### config.mk
export PLATFORM = sky130hd
export DESIGN_NAME = usm_top
export DESIGN_NICKNAME = d
export VERILOG_FILES = /design/src/usm_pkg.sv /design/src/usm_top.sv
export VERILOG_INCLUDE_DIRS = /design/src
export SDC_FILE = /design/constraint.sdc
export NUM_CORES = 1
export LEC_CHECK = 0
export ABC_AREA = 1
export CAP_MARGIN = 15
export CELL_PAD_IN_SITES_DETAIL_PLACEMENT = 0
export CELL_PAD_IN_SITES_GLOBAL_PLACEMENT = 1
export CORE_AREA = 4 4 98 147
export DETAILED_ROUTE_END_ITERATION = 7
export DIE_AREA = 0 0 102 151
export DONT_BUFFER_PORTS = 1
export PLACE_DENSITY_LB_ADDON = 0.1
export REMOVE_ABC_BUFFERS = 1
export SLEW_MARGIN = 10
export SYNTH_ARGS = -nofsm -noshare
export SYNTH_HDL_FRONTEND = slang
export SYNTH_SLANG_ARGS = --single-unit
### constraint.sdc
create_clock -name hclk -period 3.65 [get_ports hclk]
set_input_delay 0.73 -clock hclk [delete_from_list [all_inputs] [get_ports hclk]]
set_output_delay 0.73 -clock hclk [all_outputs]
set_load 0.005 [all_outputs]
### src/usm_regs.svh
`ifndef USM_REGS_SVH
`define USM_REGS_SVH
// ==========================================
// register indices, byte address = 4 * index
`define USM_IDX_INT_CTL 10'h00b
`define USM_IDX_PER_FLG 10'h00c
`define USM_IDX_RX_CTL 10'h018
`define USM_IDX_TX_BUF 10'h019
`define USM_IDX_RX_BUF 10'h01a
`define USM_IDX_PER_EN 10'h08c
`define USM_IDX_TX_CTL 10'h098
`define USM_IDX_BAUD 10'h099
// ==========================================
// peripheral flag and enable fields
`define USM_B_RX_READY 5
`define USM_B_TX_EMPTY 4
`define USM_PER_EN_MASK 8'h7f
// ==========================================
// receive status and control fields
`define USM_B_PORT_EN 7
`define USM_B_RX_NINE 6
`define USM_B_SGL_RX 5
`define USM_B_CONT_RX 4
`define USM_B_ADR_DET 3
`define USM_B_FRAME_ERR 2
`define USM_B_OVERRUN 1
`define USM_B_RX_BIT9 0
// ==========================================
// transmit status and control fields
`define USM_B_CLK_MST 7
`define USM_B_TX_NINE 6
`define USM_B_TX_EN 5
`define USM_B_SYNC 4
`define USM_B_HI_SPEED 2
`define USM_B_SR_EMPTY 1
`define USM_B_TX_BIT9 0
// ==========================================
// reset values
`define USM_RST_ZERO 8'h00
`define USM_RST_TX_CTL 8'h02
`endif

### src/usm_pkg.sv
package usm_pkg;
   // ==========================================
   // pin drive pair
   typedef struct packed {
      logic lvl;
      logic oe;
   } usm_pin_t;
   // one received word as buffered
   typedef struct packed {
      logic bit9;
      logic [7:0] dat;
   } usm_rxword_t;
   typedef enum logic [0:0] {TXS_EMPTY, TXS_SHIFT} usm_tx_state_t;
endpackage

### src/usm_top.sv
// Behaviour
// - with address detect clear, every received word is buffered and flagged unless the buffer is full or overrun is set
// - half duplex: receive inhibits transmit; transmit never inhibits receive
// - sync select, port enable and clock source bit together turn the two pins into clock and data lines
// - clock source bit makes this device drive the shift clock
// - shift register reloads only after last bit, then at once from buffer
// - buffer to shift transfer takes one cycle, then buffer-empty flag sets
// - buffer-empty flag also sets when transmit enable rises on an empty buffer, clears only on buffer write
// - shift-register-empty status bit reads one while shift register is empty
// - transmit enable arms; shifting starts only once the buffer holds data
// - first bit goes out on next rising clock; data stable at falling edges
// - baud generator held reset while all three enables are clear
// - write with empty shift register moves straight in; words go back to back
// - clearing transmit enable aborts, resets transmitter, releases data pin; clock pin too unless a receive enable is set
// - receive enable aborts transmit, releases data pin, keeps clock, no reset
// - after single-word receive, hardware clears it and transmit resumes
// - ninth transmit bit is latched at the buffer to shift transfer
// - the transmit shift register has no bus address
// - receive-ready sets on buffered word, clears when buffer read empty
module usm_top
   import usm_pkg::*;
#(
   parameter int RX_DEPTH = 2
)(
   // clock and reset
   input wire logic hclk,
   input wire logic hresetn,
   // ahb-lite slave
   input wire logic hsel,
   input wire logic [11:0] haddr,
   input wire logic [1:0] htrans,
   input wire logic hwrite,
   input wire logic [2:0] hsize,
   input wire logic [31:0] hwdata,
   input wire logic hready,
   output logic hreadyout,
   output logic hresp,
   output logic [31:0] hrdata,
   // serial pins
   input wire logic shift_clock_line_i,
   input wire logic serial_data_line_i,
   output usm_pin_t shift_clock_line,
   output usm_pin_t serial_data_line
);
`include "usm_regs.svh"

   localparam int PW = $clog2(RX_DEPTH);
   // a macro literal cannot be sliced, so the reset word is held here
   localparam logic [7:0] TX_CTL_RST = `USM_RST_TX_CTL;

   // ==========================================
   // elaboration checks
   if (RX_DEPTH < 2 || (RX_DEPTH & (RX_DEPTH - 1)) != 0)
   begin : g_bad_depth
      $error("RX_DEPTH must be a power of two, at least 2");
   end

   // ==========================================
   // state
   logic dp_wr_q, dp_rd_q;
   logic [9:0] dp_idx_q;
   logic [31:0] hrdata_q;
   logic [7:0] int_ctl_q, per_en_q, baud_q, tx_buf_q, rdata;
   logic port_en_q, rx_nine_q, sgl_rx_q, cont_rx_q, adr_det_q;
   logic clk_mst_q, tx_nine_q, tx_en_q, sync_q, hi_speed_q, tx_bit9_q;
   logic tx_full_q, tx_empty_flag_q, tx_en_d1_q, overrun_q;
   logic [7:0] baud_cnt_q;
   logic sclk_q, dout_q;
   usm_tx_state_t tx_state_q;
   logic [8:0] tx_shift_q, rx_shift_q;
   logic [3:0] tx_cnt_q, rx_cnt_q;
   logic clk_s1_q, clk_s2_q, clk_s3_q, dat_s1_q, dat_s2_q;
   usm_rxword_t rx_mem [RX_DEPTH];
   logic [PW-1:0] rx_wp_q, rx_rp_q;
   logic [PW:0] rx_cnt_w_q;

   // ==========================================
   // decode and derived terms
   logic ap_take, wr_any, wr_tx_buf, wr_rx_ctl, rd_pop;
   logic run, master, tx_go, rx_mode, rise, fall, line_fall;
   logic load, rx_done, rx_keep, rx_push;
   logic [3:0] tx_bits, rx_bits;
   logic [8:0] rx_next;
   usm_rxword_t rx_word;

   assign ap_take = hsel & hready & htrans[1];
   assign wr_any = dp_wr_q;
   assign wr_tx_buf = wr_any && dp_idx_q == `USM_IDX_TX_BUF;
   assign wr_rx_ctl = wr_any && dp_idx_q == `USM_IDX_RX_CTL;
   assign rd_pop = dp_rd_q && dp_idx_q == `USM_IDX_RX_BUF && rx_cnt_w_q != '0;
   // baud generator runs on any enable
   assign run = tx_en_q | cont_rx_q | sgl_rx_q;
   assign master = port_en_q & sync_q & clk_mst_q;
   assign rx_mode = cont_rx_q | sgl_rx_q;
   // receive wins the line; transmit just freezes
   assign tx_go = master & tx_en_q & ~rx_mode;
   assign rise = master & run & baud_cnt_q == '0 & ~sclk_q;
   assign fall = master & run & baud_cnt_q == '0 & sclk_q;
   assign line_fall = clk_s3_q & ~clk_s2_q;
   assign tx_bits = tx_nine_q ? 4'd9 : 4'd8;
   assign rx_bits = rx_nine_q ? 4'd9 : 4'd8;
   assign load = tx_state_q == TXS_EMPTY && tx_full_q && tx_en_q;
   assign rx_next = {dat_s2_q, rx_shift_q[8:1]};
   assign rx_done = master & rx_mode & line_fall & (rx_cnt_q + 4'd1 == rx_bits);
   assign rx_word.bit9 = rx_nine_q & rx_next[8];
   assign rx_word.dat = rx_nine_q ? rx_next[7:0] : rx_next[8:1];
   // in nine-bit receive, address detect drops words with a clear ninth bit
   assign rx_keep = ~(adr_det_q & rx_nine_q & ~rx_word.bit9);
   assign rx_push = rx_done & rx_keep & ~overrun_q & rx_cnt_w_q != RX_DEPTH[PW:0];

   // ==========================================
   // ahb address and data phase
   // reads take one wait state so a write just before is visible
   always_ff @(posedge hclk or negedge hresetn)
   begin
      if (!hresetn)
      begin
         dp_wr_q <= 1'b0;
         dp_rd_q <= 1'b0;
         dp_idx_q <= '0;
         hrdata_q <= '0;
      end
      else
      begin
         dp_wr_q <= ap_take & hwrite;
         if (dp_rd_q)
         begin
            hrdata_q <= {24'h000000, rdata};
            dp_rd_q <= 1'b0;
         end
         else
         begin
            dp_rd_q <= ap_take & ~hwrite;
         end
         if (ap_take)
         begin
            dp_idx_q <= haddr[11:2];
         end
      end
   end
   assign hreadyout = ~dp_rd_q;
   assign hresp = 1'b0;
   assign hrdata = hrdata_q;

   // ==========================================
   // read mux; shift registers have no index
   always_comb
   begin
      rdata = 8'h00;
      case (dp_idx_q)
         `USM_IDX_INT_CTL: rdata = int_ctl_q;
         `USM_IDX_PER_FLG:
         begin
            rdata[`USM_B_RX_READY] = rx_cnt_w_q != '0;
            rdata[`USM_B_TX_EMPTY] = tx_empty_flag_q;
         end
         `USM_IDX_RX_CTL:
         begin
            rdata[`USM_B_PORT_EN] = port_en_q;
            rdata[`USM_B_RX_NINE] = rx_nine_q;
            rdata[`USM_B_SGL_RX] = sgl_rx_q;
            rdata[`USM_B_CONT_RX] = cont_rx_q;
            rdata[`USM_B_ADR_DET] = adr_det_q;
            rdata[`USM_B_OVERRUN] = overrun_q;
            // empty buffer reads zero; storage has no reset value
            rdata[`USM_B_RX_BIT9] = rx_cnt_w_q != '0 && rx_mem[rx_rp_q].bit9;
         end
         `USM_IDX_TX_BUF: rdata = tx_buf_q;
         `USM_IDX_RX_BUF: rdata = (rx_cnt_w_q != '0) ? rx_mem[rx_rp_q].dat : 8'h00;
         `USM_IDX_PER_EN: rdata = per_en_q;
         `USM_IDX_TX_CTL:
         begin
            rdata[`USM_B_CLK_MST] = clk_mst_q;
            rdata[`USM_B_TX_NINE] = tx_nine_q;
            rdata[`USM_B_TX_EN] = tx_en_q;
            rdata[`USM_B_SYNC] = sync_q;
            rdata[`USM_B_HI_SPEED] = hi_speed_q;
            rdata[`USM_B_SR_EMPTY] = tx_state_q == TXS_EMPTY;
            rdata[`USM_B_TX_BIT9] = tx_bit9_q;
         end
         `USM_IDX_BAUD: rdata = baud_q;
         default: rdata = 8'h00;
      endcase
   end

   // ==========================================
   // plain software registers
   always_ff @(posedge hclk or negedge hresetn)
   begin
      if (!hresetn)
      begin
         int_ctl_q <= `USM_RST_ZERO;
         per_en_q <= `USM_RST_ZERO;
         baud_q <= `USM_RST_ZERO;
         {clk_mst_q, tx_nine_q, tx_en_q, sync_q} <= TX_CTL_RST[7:4];
         hi_speed_q <= TX_CTL_RST[`USM_B_HI_SPEED];
         tx_bit9_q <= TX_CTL_RST[`USM_B_TX_BIT9];
         {port_en_q, rx_nine_q, cont_rx_q, adr_det_q} <= 4'h0;
      end
      else if (wr_any)
      begin
         case (dp_idx_q)
            `USM_IDX_INT_CTL: int_ctl_q <= hwdata[7:0];
            `USM_IDX_PER_EN: per_en_q <= hwdata[7:0] & `USM_PER_EN_MASK;
            `USM_IDX_BAUD: baud_q <= hwdata[7:0];
            `USM_IDX_TX_CTL:
            begin
               clk_mst_q <= hwdata[`USM_B_CLK_MST];
               tx_nine_q <= hwdata[`USM_B_TX_NINE];
               tx_en_q <= hwdata[`USM_B_TX_EN];
               sync_q <= hwdata[`USM_B_SYNC];
               hi_speed_q <= hwdata[`USM_B_HI_SPEED];
               tx_bit9_q <= hwdata[`USM_B_TX_BIT9];
            end
            `USM_IDX_RX_CTL:
            begin
               port_en_q <= hwdata[`USM_B_PORT_EN];
               rx_nine_q <= hwdata[`USM_B_RX_NINE];
               cont_rx_q <= hwdata[`USM_B_CONT_RX];
               adr_det_q <= hwdata[`USM_B_ADR_DET];
            end
            default: ;
         endcase
      end
   end

   // single receive: software write wins over the hardware clear
   always_ff @(posedge hclk or negedge hresetn)
   begin
      if (!hresetn)
         sgl_rx_q <= 1'b0;
      else if (wr_rx_ctl)
         sgl_rx_q <= hwdata[`USM_B_SGL_RX];
      else if (rx_done && !cont_rx_q)
         sgl_rx_q <= 1'b0;
   end

   // ==========================================
   // transmit buffer and its empty flag
   always_ff @(posedge hclk or negedge hresetn)
   begin
      if (!hresetn)
      begin
         tx_buf_q <= `USM_RST_ZERO;
         tx_full_q <= 1'b0;
         tx_empty_flag_q <= 1'b0;
         tx_en_d1_q <= 1'b0;
      end
      else
      begin
         tx_en_d1_q <= tx_en_q;
         if (wr_tx_buf)
         begin
            tx_buf_q <= hwdata[7:0];
            tx_full_q <= 1'b1;
            tx_empty_flag_q <= 1'b0;
         end
         else if (load)
         begin
            tx_full_q <= 1'b0;
            tx_empty_flag_q <= 1'b1;
         end
         else if (tx_en_q && !tx_en_d1_q && !tx_full_q)
         begin
            tx_empty_flag_q <= 1'b1;
         end
      end
   end

   // ==========================================
   // baud generator; half period is divisor + 1 cycles
   always_ff @(posedge hclk or negedge hresetn)
   begin
      if (!hresetn)
      begin
         baud_cnt_q <= '0;
         sclk_q <= 1'b0;
      end
      else if (!run)
      begin
         baud_cnt_q <= '0;
         sclk_q <= 1'b0;
      end
      else if (baud_cnt_q == '0)
      begin
         baud_cnt_q <= baud_q;
         sclk_q <= ~sclk_q;
      end
      else
      begin
         baud_cnt_q <= baud_cnt_q - 8'd1;
      end
   end

   // ==========================================
   // transmit shifter; bits change on rising clock only
   always_ff @(posedge hclk or negedge hresetn)
   begin
      if (!hresetn)
      begin
         tx_state_q <= TXS_EMPTY;
         tx_shift_q <= '0;
         tx_cnt_q <= '0;
         dout_q <= 1'b0;
      end
      else if (!tx_en_q)
      begin
         tx_state_q <= TXS_EMPTY;
         tx_cnt_q <= '0;
         dout_q <= 1'b0;
      end
      else
      begin
         case (tx_state_q)
            TXS_EMPTY:
            begin
               if (load)
               begin
                  tx_state_q <= TXS_SHIFT;
                  // a rise in the load cycle carries bit 0, else that pulse goes out empty
                  if (tx_go && rise)
                  begin
                     dout_q <= tx_buf_q[0];
                     tx_shift_q <= {1'b0, tx_bit9_q, tx_buf_q[7:1]};
                     tx_cnt_q <= 4'd1;
                  end
                  else
                  begin
                     tx_shift_q <= {tx_bit9_q, tx_buf_q};
                     tx_cnt_q <= '0;
                  end
               end
            end
            TXS_SHIFT:
            begin
               if (tx_go && rise && tx_cnt_q != tx_bits)
               begin
                  dout_q <= tx_shift_q[0];
                  tx_shift_q <= {1'b0, tx_shift_q[8:1]};
                  tx_cnt_q <= tx_cnt_q + 4'd1;
               end
               else if (tx_go && fall && tx_cnt_q == tx_bits)
               begin
                  tx_state_q <= TXS_EMPTY;
               end
            end
            default: tx_state_q <= TXS_EMPTY;
         endcase
      end
   end

   // ==========================================
   // pin synchronisers
   always_ff @(posedge hclk or negedge hresetn)
   begin
      if (!hresetn)
      begin
         {clk_s1_q, clk_s2_q, clk_s3_q} <= 3'b000;
         {dat_s1_q, dat_s2_q} <= 2'b00;
      end
      else
      begin
         clk_s1_q <= shift_clock_line_i;
         clk_s2_q <= clk_s1_q;
         clk_s3_q <= clk_s2_q;
         dat_s1_q <= serial_data_line_i;
         dat_s2_q <= dat_s1_q;
      end
   end

   // ==========================================
   // receive shifter, sampled at falling edges seen on the line
   always_ff @(posedge hclk or negedge hresetn)
   begin
      if (!hresetn)
      begin
         rx_shift_q <= '0;
         rx_cnt_q <= '0;
      end
      else if (!master || !rx_mode)
      begin
         rx_cnt_q <= '0;
      end
      else if (rx_done)
      begin
         rx_cnt_q <= '0;
         rx_shift_q <= '0;
      end
      else if (line_fall)
      begin
         rx_shift_q <= rx_next;
         rx_cnt_q <= rx_cnt_q + 4'd1;
      end
   end

   // ==========================================
   // receive buffer and overrun; clearing continuous receive resets it
   always_ff @(posedge hclk or negedge hresetn)
   begin
      if (!hresetn)
      begin
         rx_wp_q <= '0;
         rx_rp_q <= '0;
         rx_cnt_w_q <= '0;
         overrun_q <= 1'b0;
      end
      else
      begin
         if (!cont_rx_q)
            overrun_q <= 1'b0;
         else if (rx_done && rx_keep && rx_cnt_w_q == RX_DEPTH[PW:0])
            overrun_q <= 1'b1;
         if (rx_push)
            rx_wp_q <= rx_wp_q + 1'b1;
         if (rd_pop)
            rx_rp_q <= rx_rp_q + 1'b1;
         if (rx_push && !rd_pop)
            rx_cnt_w_q <= rx_cnt_w_q + 1'b1;
         else if (rd_pop && !rx_push)
            rx_cnt_w_q <= rx_cnt_w_q - 1'b1;
      end
   end

   // storage needs no reset
   always_ff @(posedge hclk)
   begin
      if (rx_push)
         rx_mem[rx_wp_q] <= rx_word;
   end

   // ==========================================
   // pin drivers
   assign shift_clock_line.lvl = sclk_q;
   assign shift_clock_line.oe = master & run;
   assign serial_data_line.lvl = dout_q;
   assign serial_data_line.oe = tx_go;

   // ==========================================
   // checks
   logic [8:0] half_q;
   always_ff @(posedge hclk or negedge hresetn)
   begin
      if (!hresetn)
         half_q <= '0;
      else if (!run || baud_cnt_q == '0)
         half_q <= '0;
      else
         half_q <= half_q + 9'd1;
   end
endmodule

After elaboration in Yosys (flattened, before gate mapping)

Memory sizes are Yosys's and may differ from the RTL's.
Cells that the tools add are included.

Add/subtract/negate cells: 7
Equality and inequality tests: 20
Muxes and demuxes: 51
Bitwise operators: 35
Reduce and logical (&&, ||, !) cells: 43

Operators with widths:

| cell                                                                   | count |
|---|---|
| 9-bit two-way mux                                                      | 5 |
| 8-bit two-way mux                                                      | 4 |
| 10-bit by 5-bit equality test with 1-bit output, second input constant | 3 |
| 10-bit by 8-bit equality test with 1-bit output, second input constant | 3 |
| 2-bit one-hot mux with 7 select lines                                  | 2 |
| 1-bit two-way mux                                                      | 25 |
| 4-bit two-way mux                                                      | 6 |
| 1-bit AND                                                              | 22 |
| 10-bit by 4-bit equality test with 1-bit output, second input constant | 2 |
| 1-bit logical AND                                                      | 18 |
| 9-bit one-hot mux with 2 select lines                                  | 1 |
| 2-bit one-hot mux with 8 select lines                                  | 1 |
| 2-bit AND reduction                                                    | 7 |
| 1-bit one-hot mux with 6 select lines                                  | 2 |
| 1-bit NOT                                                              | 10 |
| 2-bit nonzero test                                                     | 5 |
| 4-bit by 1-bit adder with 4-bit output, second input constant          | 2 |
| 4-bit equality test                                                    | 2 |
| 8-bit zero test                                                        | 1 |
| 4-bit one-hot mux with 2 select lines                                  | 1 |
| 8-bit by 1-bit subtractor with 8-bit output, second input constant     | 1 |
| 1-bit zero test                                                        | 7 |
| 2-bit by 1-bit != test with 1-bit output, second input constant        | 3 |
| 3-bit by 2-bit != test with 1-bit output, second input constant        | 2 |
| other kinds (13)                                                       | 21 |

Bits in registers: 112
RAM bits: 18
Bits of input ports: 56
Output and inout port bits: 38
Word-level logic and storage cells: 196
Memories: 1

Memory list:

| name   | words | width | rd ports | clocked after memory_dff | write ports | line          | RTL |
|---|---|---|---|---|---|---|---|
| rx_mem | 2     | 9     | 1        | 0                        | 1           | usm_top.sv:73 | `usm_rxword_t rx_mem [RX_DEPTH];` |

Depth between registers and ports, before layout

Gate-level depths: netlist (run 1).

Depth after elaboration: 12
Depth in mapped cells: 11
Mapped depth without buffers: 11

Worst setup path after synthesis (run 1)

Ideal clock, no wire load.

Path kind: reg2reg
Start point: reg rx_cnt_q[0]
End point: mem rx_mem[1][0] (netlist name) (enable)
Library setup time: 374 ps
Arrival time: 1,524 ps
Required time: 3,276 ps
Path slack: 1,752 ps
Stages on the path, launching flop included: 7
Buffers on the path: 0
Clock period less this slack: 1,898 ps
Cell sequence: dfrtp_1 > ha_1 > nor2_1 > nand2_1 > nor2_1 > nand4_1 > nor2_1

Longest elaborated chain between the ends: 8

Ends and longest elaborated chain:

| what                                    | line           | RTL |
|---|---|---|
| start, declared                         | usm_top.sv:71  | `logic [3:0] tx_cnt_q, rx_cnt_q;` |
| start signal, assigned                  | usm_top.sv:392 | `rx_cnt_q <= rx_cnt_q + 4'd1;` |
| 4-bit by 1-bit adder with 4-bit output  | usm_top.sv:104 | `assign rx_done = master & rx_mode & line_fall & (rx_cnt_q + 4'd1 == rx_bits);` |
| 4-bit equality test                     | usm_top.sv:104 |  |
| 1-bit AND                               | usm_top.sv:104 |  |
| 1-bit AND (3 in series)                 | usm_top.sv:109 | `assign rx_push = rx_done & rx_keep & ~overrun_q & rx_cnt_w_q != RX_DEPTH[PW:0];` |
| 1-bit two-way mux                       | usm_top.sv:427 | `if (rx_push)` |
| 1-bit two-way mux (implied by the code) | usm_top.sv:428 | `rx_mem[rx_wp_q] <= rx_word;` |
| end, declared                           | usm_top.sv:73  |  |

Every way passes these cells.

==> results of run 1 <==
area by class of cell:
| cell class | instances | area, µm² | area share, % |
|---|---|---|---|
| clock buffer | 21 | 482 | 6.68 |
| clock inverter | 11 | 130 | 1.80 |
| inverter | 77 | 289 | 4.01 |
| multi-input combinational | 559 | 2740 | 37.9 |
| sequential | 129 | 3320 | 46.0 |
| tap | 162 | 203 | 2.81 |
| timing repair buffer | 4 | 52.6 | 0.729 |
cells in the mapped netlist (7+ instances only):
library cell,number
nand2_2,7
nand4_1,30
o21ai_1,50
buf_2,7
nor2_4,8
inv_1,65
nand3_1,45
nor3_1,7
nor2_2,9
clkbuf_1,7
inv_2,11
o21ai_0,21
buf_4,32
o22ai_1,8
a21oi_1,30
dfrtp_1,111
nor2_1,61
edfxtp_1,18
nand2_1,217
report_power, final:
group          internal (mW)  switching (mW)
sequential              1.57          0.0770
clock                   1.09           0.643
combinational          0.132           0.281
total                   2.79            1.00
worst max-delay path by stage:
stage / start / to / slack [ns] / depth (start not counted)
2_1_floorplan: dp_idx_q[9] / rx_cnt_w_q[1] / 1.38 / 10
3_5_place_dp: rx_nine_q / rx_mem[1][8] / 1.34 / 6
6_report: tx_en_q / shift_clock_line[0] / 1.31 / 4
3_3_place_gp: rx_nine_q / rx_mem[1][8] / 1.37 / 6
4_1_cts: tx_en_q / shift_clock_line[0] / 1.28 / 4
5_1_grt: rx_nine_q / rx_mem[1][4] / 1.10 / 6
metal layers:
metal / vias up / share of wire (%) / wire length [µm]
li1: 2534 / - / -
met1: 2418 / 38 / 5950
met2: 104 / 56 / 8700
met3: 29 / 2.7 / 416
met4: 0 / 3.5 / 541
met5: - / 0 / 0
worst max-delay path, cell delays in order, from the launching register on:
cell	delay, ns
dfrtp_1	0.53
inv_1	0.16
nand2_1	0.23
inv_1	0.10
nor2_1	0.18
sequential cells by signal, summed over array words and instances (netlist names), 2 cells and up:
register	flops
rx_mem	18
dp_idx_q	10
tx_shift_q	9
baud_cnt_q	8
baud_q	8
hrdata	8
int_ctl_q	8
rx_shift_q	8
tx_buf_q	8
per_en_q	7
rx_cnt_q	4
tx_cnt_q	4
rx_cnt_w_q	2
cell usage in the layout (no fill, tap or decap), types with 21 or more instances in the layout:
master   netlist  final
dfrtp_1      111    111
inv_1         65     65
o21ai_1       50     50
nor2_1        61     61
o21ai_0       21     21
conb_1         1     25
a21oi_1       30     30
nand3_1       45     45
nand4_1       30     30
nand2_1      217    217
logic make-up after synthesis:
| group | Yosys count | share of synthesized area, % |
|---|---|---|
| buffers and inverters | 130 | 9.68 |
| other | 1 | 0.0568 |
| AND/OR/NAND/NOR | 399 | 27.8 |
| flip-flops | 129 | 50.3 |
| XOR/XNOR | 10 | 1.33 |
| adder cells (fa/ha/maj) | 5 | 0.948 |
| multiplexers | 2 | 0.341 |
| AO/OA/AOI/OAI | 118 | 9.61 |
per-stage QoR:
stage	hold slack (ns)	cells	utilization (%)
floorplan	0.331	765	-
global placement	0.335	929	49.4
detailed placement	0.340	929	49.4
CTS	0.000630	963	54.3
global route	0.00293	963	54.3
finish	0.0240	963	54.3
==> key figures, run 1 <==
Pwr
  • Power per Cell Area: 525 nW/µm²
  • Total power: 3.79 mW
  • VDD IR-drop max: 370 µV
  • Leak: 3.59 nW

Route
  • ANT nets after route: 0
  • DRC errors left: 0
  • Initial DRC Count: 308
  • Routed WL per cell: 16.2 µm
  • Drt via density: 5.28
  • Vias: 5085
  • Post-Route WL: 15600 µm
  • Initial DRT Pass Iterations: 5

STA
  • Endpoints failing hold: 0
  • Slew @ Worst Pin: 0.810 ns
  • Unrepaired setup endpoints after global routing: no
  • Max_slew headroom: 45.8%
  • Tcrit/Tclk final: 64.0%
  • Slew Viols, Final: 0
  • Final Critical Period: 2.34 ns
  • Achievable Freq: 0.428 GHz
  • Final WS setup: 1.31 ns
  • Post-Route Setup TNS: 0 ns
  • Setup-failing EPs final: 0
  • Post-route clock skew: 0.0174 ns

Synthesis
  • Distinct cells, synth: 43
  • Syn. warnings: 0
  • Mean Syn Cell Area: 8.32 µm²
  • Yosys top cell by area: dfrtp_1
  • Primary FF master, synth: dfrtp_1
  • Mapped Area: 6600 µm²
  • Ys async rst share: 86.0%
  • Sequential cell area fraction in the yosys report: 50.3%
  • Area contributors post-synth: dfrtp_1 (42%), nand2_1 (12%), edfxtp_1 (8.2%)
  • Syn Inst Count: 794
  • #FFs+latches synth: 129
  • Share of the synthesized area in the top cell type: 42.1%
  • EDFF count, synth: 18

Global route
  • Largest net degree at the start of global routing: 60
  • GRT Overall Usage: 21.9%
  • Total gr overflow: 0
  • Vias in the first global route: 5120
  • Met1 GRT Util: 23.6%
  • Global-route wire length before repair: 25800 µm
  • Most used routing layer: met2
  • GR met2 Demand/Resource: 41.3%
  • Met3 Use GR: 3.32%
  • Initial antenna violation count: 0

Worst setup path
  • Worst Setup Start Kind: register
  • Critical path fanouts, max: 8
  • Worst EP required: 2.92 ns
  • CP Class: register to output port
  • Worst flop-to-flop path startpoint: rx_nine_q
  • R2r endpoint: rx_mem[1][4]
  • R2R cell count: 6
  • Critical Path End Type: output port
  • CP Data Arrival Time: 1.61 ns
  • R2R setup slack: 1.38 ns

Clock network
  • Clock-pin transition on the worst setup and hold timing paths: 0.06 ns
  • Cts repair resizes: 0
  • Clock tree from TritonCTS: yes
  • # hold bufs at CTS: 2
  • Post-CTS Setup Inserts: 0
  • CTS Buf Count: 17
  • H-tree depth: 4
  • CTS Buffer Depth: 2
  • Clock sink count: 129
  • Root Driver: clkbuf_16
  • Clock latency on the worst-skew pair: 0.42 ns

Placed design
  • RePlAce Congestion: 0.864
  • Dpl ws: 1.34 ns
  • Placed standard-cell area: 6560 µm²
  • Detailed Place HPWL: 11300 µm
  • Buffers added on ports: 0

Die
  • Initial Util: 49.7%
  • Row Count: 52
  • Area of the core: 13300 µm²
  • Die Ht: 151 µm
  • IO Pins: 94
  • Die W: 102 µm
  • Die area: 15400 µm²

Cells and area
  • Layout cells sized above 1: 10.7%
  • Design area: 7210 µm²
  • Nets@finish: 849
  • # diodes: 0
  • Fillcell total: 1258
  • Layout area overhead: 9.19%

Flow run
  • Max Cap Viol: 0

Min path
  • Hold Crit Class: primary input to asynchronous set/reset pin

Run status
  • Status: finished, final reports clean
Power figures use the tool's default switching activity.
==> inputs of run 2 (changes only) <==
ABC_AREA = 0   (was 1)
CORE_AREA = 4 4 98 146   (was 4 4 98 147)
DIE_AREA = 0 0 102 150   (was 0 0 102 151)
clock period = 2.3 ns   (was 3.65 ns; I/O delays follow)
==> run 2 against run 1 <==
Compared with the run above: cell count is 21% lower; critical path depth is 5 higher; largest power group is now registers; synthesized cell count is 29% lower; clock-buffer cell count is 2 lower; the flow now finishes with violations (hold timing).
==> key figures, run 2 <==
Global route
  • Initial antenna violation count: 0
  • Largest net degree at the start of global routing: 112
  • Total gr overflow: 0
  • Vias in the first global route: 4421
  • GRT Overall Usage: 20.7%
  • Global-route wire length before repair: 24000 µm

Pwr
  • Psw: 1.48 mW
  • Switching Share: 25.3%
  • Power per Cell Area: 810 nW/µm²
  • Leak: 3.08 nW
  • Clock share of power: 43.9%
  • Seq pwr share: 45.2%
  • VDD IR-drop max: 672 µV
  • Logic gate share of total power: 10.8%
  • Internal power: 4.38 mW

Route
  • Drt via density: 5.65
  • Post-Route WL: 14900 µm
  • Initial DRC Count: 189
  • ANT nets after route: 0
  • Routed WL per cell: 19.5 µm
  • Initial DRT Pass Iterations: 4
  • Vias: 4296
  • DRC errors left: 0

STA
  • Tcrit/Tclk final: 90.9%
  • Unrepaired setup endpoints after global routing: no
  • Endpoints failing hold: 111
  • Post-route clock skew: 0.00969 ns
  • Hold WS: -0.258 ns
  • Slew Viols, Final: 0
  • Max_slew headroom: 64.2%
  • Final Critical Period: 2.09 ns
  • Achievable Freq: 0.478 GHz
  • Setup-failing EPs final: 0
  • Final WS setup: 0.210 ns
  • Slew @ Worst Pin: 0.537 ns

Clock network
  • Clock-pin transition on the worst setup and hold timing paths: 0.06 ns
  • Root Driver: clkbuf_16
  • CTS Buf Count: 17
  • H-tree depth: 4
  • Clock tree from TritonCTS: yes
  • CTS Buffer Depth: 2
  • Clock latency on the worst-skew pair: 0.41 ns
  • Clock sink count: 129

Synthesis
  • Most frequent cell after synthesis: dfrtp_1
  • EDFF count, synth: 18
  • #FFs+latches synth: 129
  • Mean Syn Cell Area: 11.4 µm²
  • Primary FF master, synth: dfrtp_1
  • Ys async rst share: 86.0%
  • Yosys top cell by area: dfrtp_1
  • Share of the synthesized area in the top cell type: 43.5%
  • Mapped Area: 6380 µm²
  • Distinct cells, synth: 67
  • Synth top cells by count: dfrtp_1 (111), mux2_2 (70), nand2_1 (51), nor2_1 (32), o21ai_0 (32)
  • Syn. warnings: 0
  • Syn Inst Count: 562
  • Sequential cell area fraction in the yosys report: 52.0%
  • Area contributors post-synth: dfrtp_1 (44%), mux2_2 (12%), edfxtp_1 (8.5%)

Worst setup path
  • Critical path fanouts, max: 5
  • Worst EP required: 2.62 ns
  • Worst-path cell chain: ha_1 -> nor2_1 -> nand2_1 -> a211o_1 -> nor3_1 -> buf_4 -> ha_1 -> nor2_1 -> xor2_1
  • Worst path slowest cell: dfrtp_1
  • CP Data Arrival Time: 2.41 ns
  • CP Class: register to register
  • Critical path's largest stage delay: 0.41 ns
  • Critical Path End Type: register
  • Worst Setup Start Kind: register

Die
  • IO Pins: 94
  • Die W: 102 µm
  • Die Ht: 150 µm
  • Row Count: 51
  • Initial Util: 49.0%
  • Die area: 15300 µm²
  • Area of the core: 13000 µm²

Flow run
  • Max Cap Viol: 0

Placed design
  • Detailed Place HPWL: 10800 µm
  • RePlAce Congestion: 0.837
  • Dpl ws: 0.108 ns
  • Buffers added on ports: 0
  • Placed standard-cell area: 6660 µm²

Cells and area
  • Commonest non-fill, non-tap cell in the layout: dfrtp_1
  • Multi-input logic area: 2780 µm²
  • Max FFs per register: 18
  • Commonest cells after routing, fill and taps aside: dfrtp_1 (111), mux2_2 (70), nand2_1 (51)
  • Storage cell area: 3320 µm²
  • Largest Register: rx_mem
  • Layout cells sized above 1: 25.6%
  • Design area: 7230 µm²
  • # diodes: 0
  • Largest regs: rx_mem: 18 flops, dp_idx_q: 10 flops, tx_shift_q: 9 flops
  • Nets@finish: 649
  • Layout area overhead: 13.3%
  • Fillcell total: 1126

Run status
  • Violated checks: hold timing
  • Status: complete, but fails checks

Min path
  • Hold Crit Class: primary input to asynchronous set/reset pin
run 2: cell count changes after synthesis, sizes merged, moves of 22 or more:
cell and change:
inv -64, nand4 -22, nand3 -42, o21ai -39, nor2 -46, a21oi -22
mux2 +68, nand2 -172
run 2: what timing repair did:
item,4_1_cts,5_1_grt
endpoints found under the hold margin,111,111
setup endpoints to repair,0,9
setup buffers,0,0
resized for setup,0,1
run 2: critical path: cells and delay by family (launching register included):
kind	cells	cell delay, ns
simple gates	4	0.49
xor+xnor	1	0.18
buf+inv	1	0.15
fa+ha+maj	2	0.46
compound gates	1	0.31
flops	1	0.41
run 2: power by group through the flow:
| stage | sequential, mW | combinational, mW | clock, mW |
|---|---|---|---|
| 2_1_floorplan | 2.67 | 0.418 | 0 |
| 3_3_place_gp | 2.68 | 0.605 | 0 |
| 3_5_place_dp | 2.69 | 0.624 | 0 |
| 4_1_cts | 2.65 | 0.632 | 2.62 |
| 5_1_grt | 2.67 | 0.700 | 2.73 |
| 6_report | 2.65 | 0.633 | 2.57 |
run 2: kinds of logic (layout without fill, tap and decap cells):
family | Yosys count | in the layout | synth area share, %
flops | 129 | 129 | 52.0
compound gates | 94 | 94 | 9.82
other cells | 1 | 25 | 0.0588
xor+xnor | 16 | 16 | 2.20
simple gates | 160 | 160 | 13.5
mux | 89 | 89 | 15.5
fa+ha+maj | 5 | 5 | 0.980
buf+inv | 68 | 83 | 5.86
run 2: final cells by class:
cell class                      instances  share of cell area [%]
Clock buffer                           19                    6.42
Clock inverter                         13                    1.52
Inverter                               13                   0.675
Multi-Input combinational cell        389                    38.4
Sequential cell                       129                    45.9
Tap cell                              159                    2.75
Timing Repair Buffer                   38                    4.29
run 2: per-layer routing:
metal	vias up	global-route usage, %	routed length [µm]
li1	2035	-	-
met1	2128	24.2	5870
met2	110	36.7	7920
met3	23	4.38	671
met4	0	7.62	392
met5	-	0	0
run 2: worst paths after layout:
kind	cells after the start	to	from	slack (ns)
max	9	rx_cnt_w_q[1]	rx_cnt_q[1]	0.21
max reg2reg	9	rx_cnt_w_q[1]	rx_cnt_q[1]	0.21
min in group hclk	0	clk_s1_q	shift_clock_line_i	0.07
min	0	baud_cnt_q[5]	hresetn	-0.26
max in group asynchronous	0	tx_shift_q[5]	hresetn	2.33
min reg2reg	0	dat_s2_q	dat_s1_q	0.35
run 2: per-stage QoR:
step,instances,hold WS (ns),TNS [ns],util [%],total power [mW]
2_1_floorplan,531,0.164,-4.28,-,3.09
3_3_place_gp,728,0.168,0,51.1,3.29
3_5_place_dp,728,0.168,0,51.1,3.31
4_1_cts,760,-0.268,0,55.5,5.90
5_1_grt,760,-0.271,0,55.5,6.10
6_report,760,-0.258,0,55.5,5.86
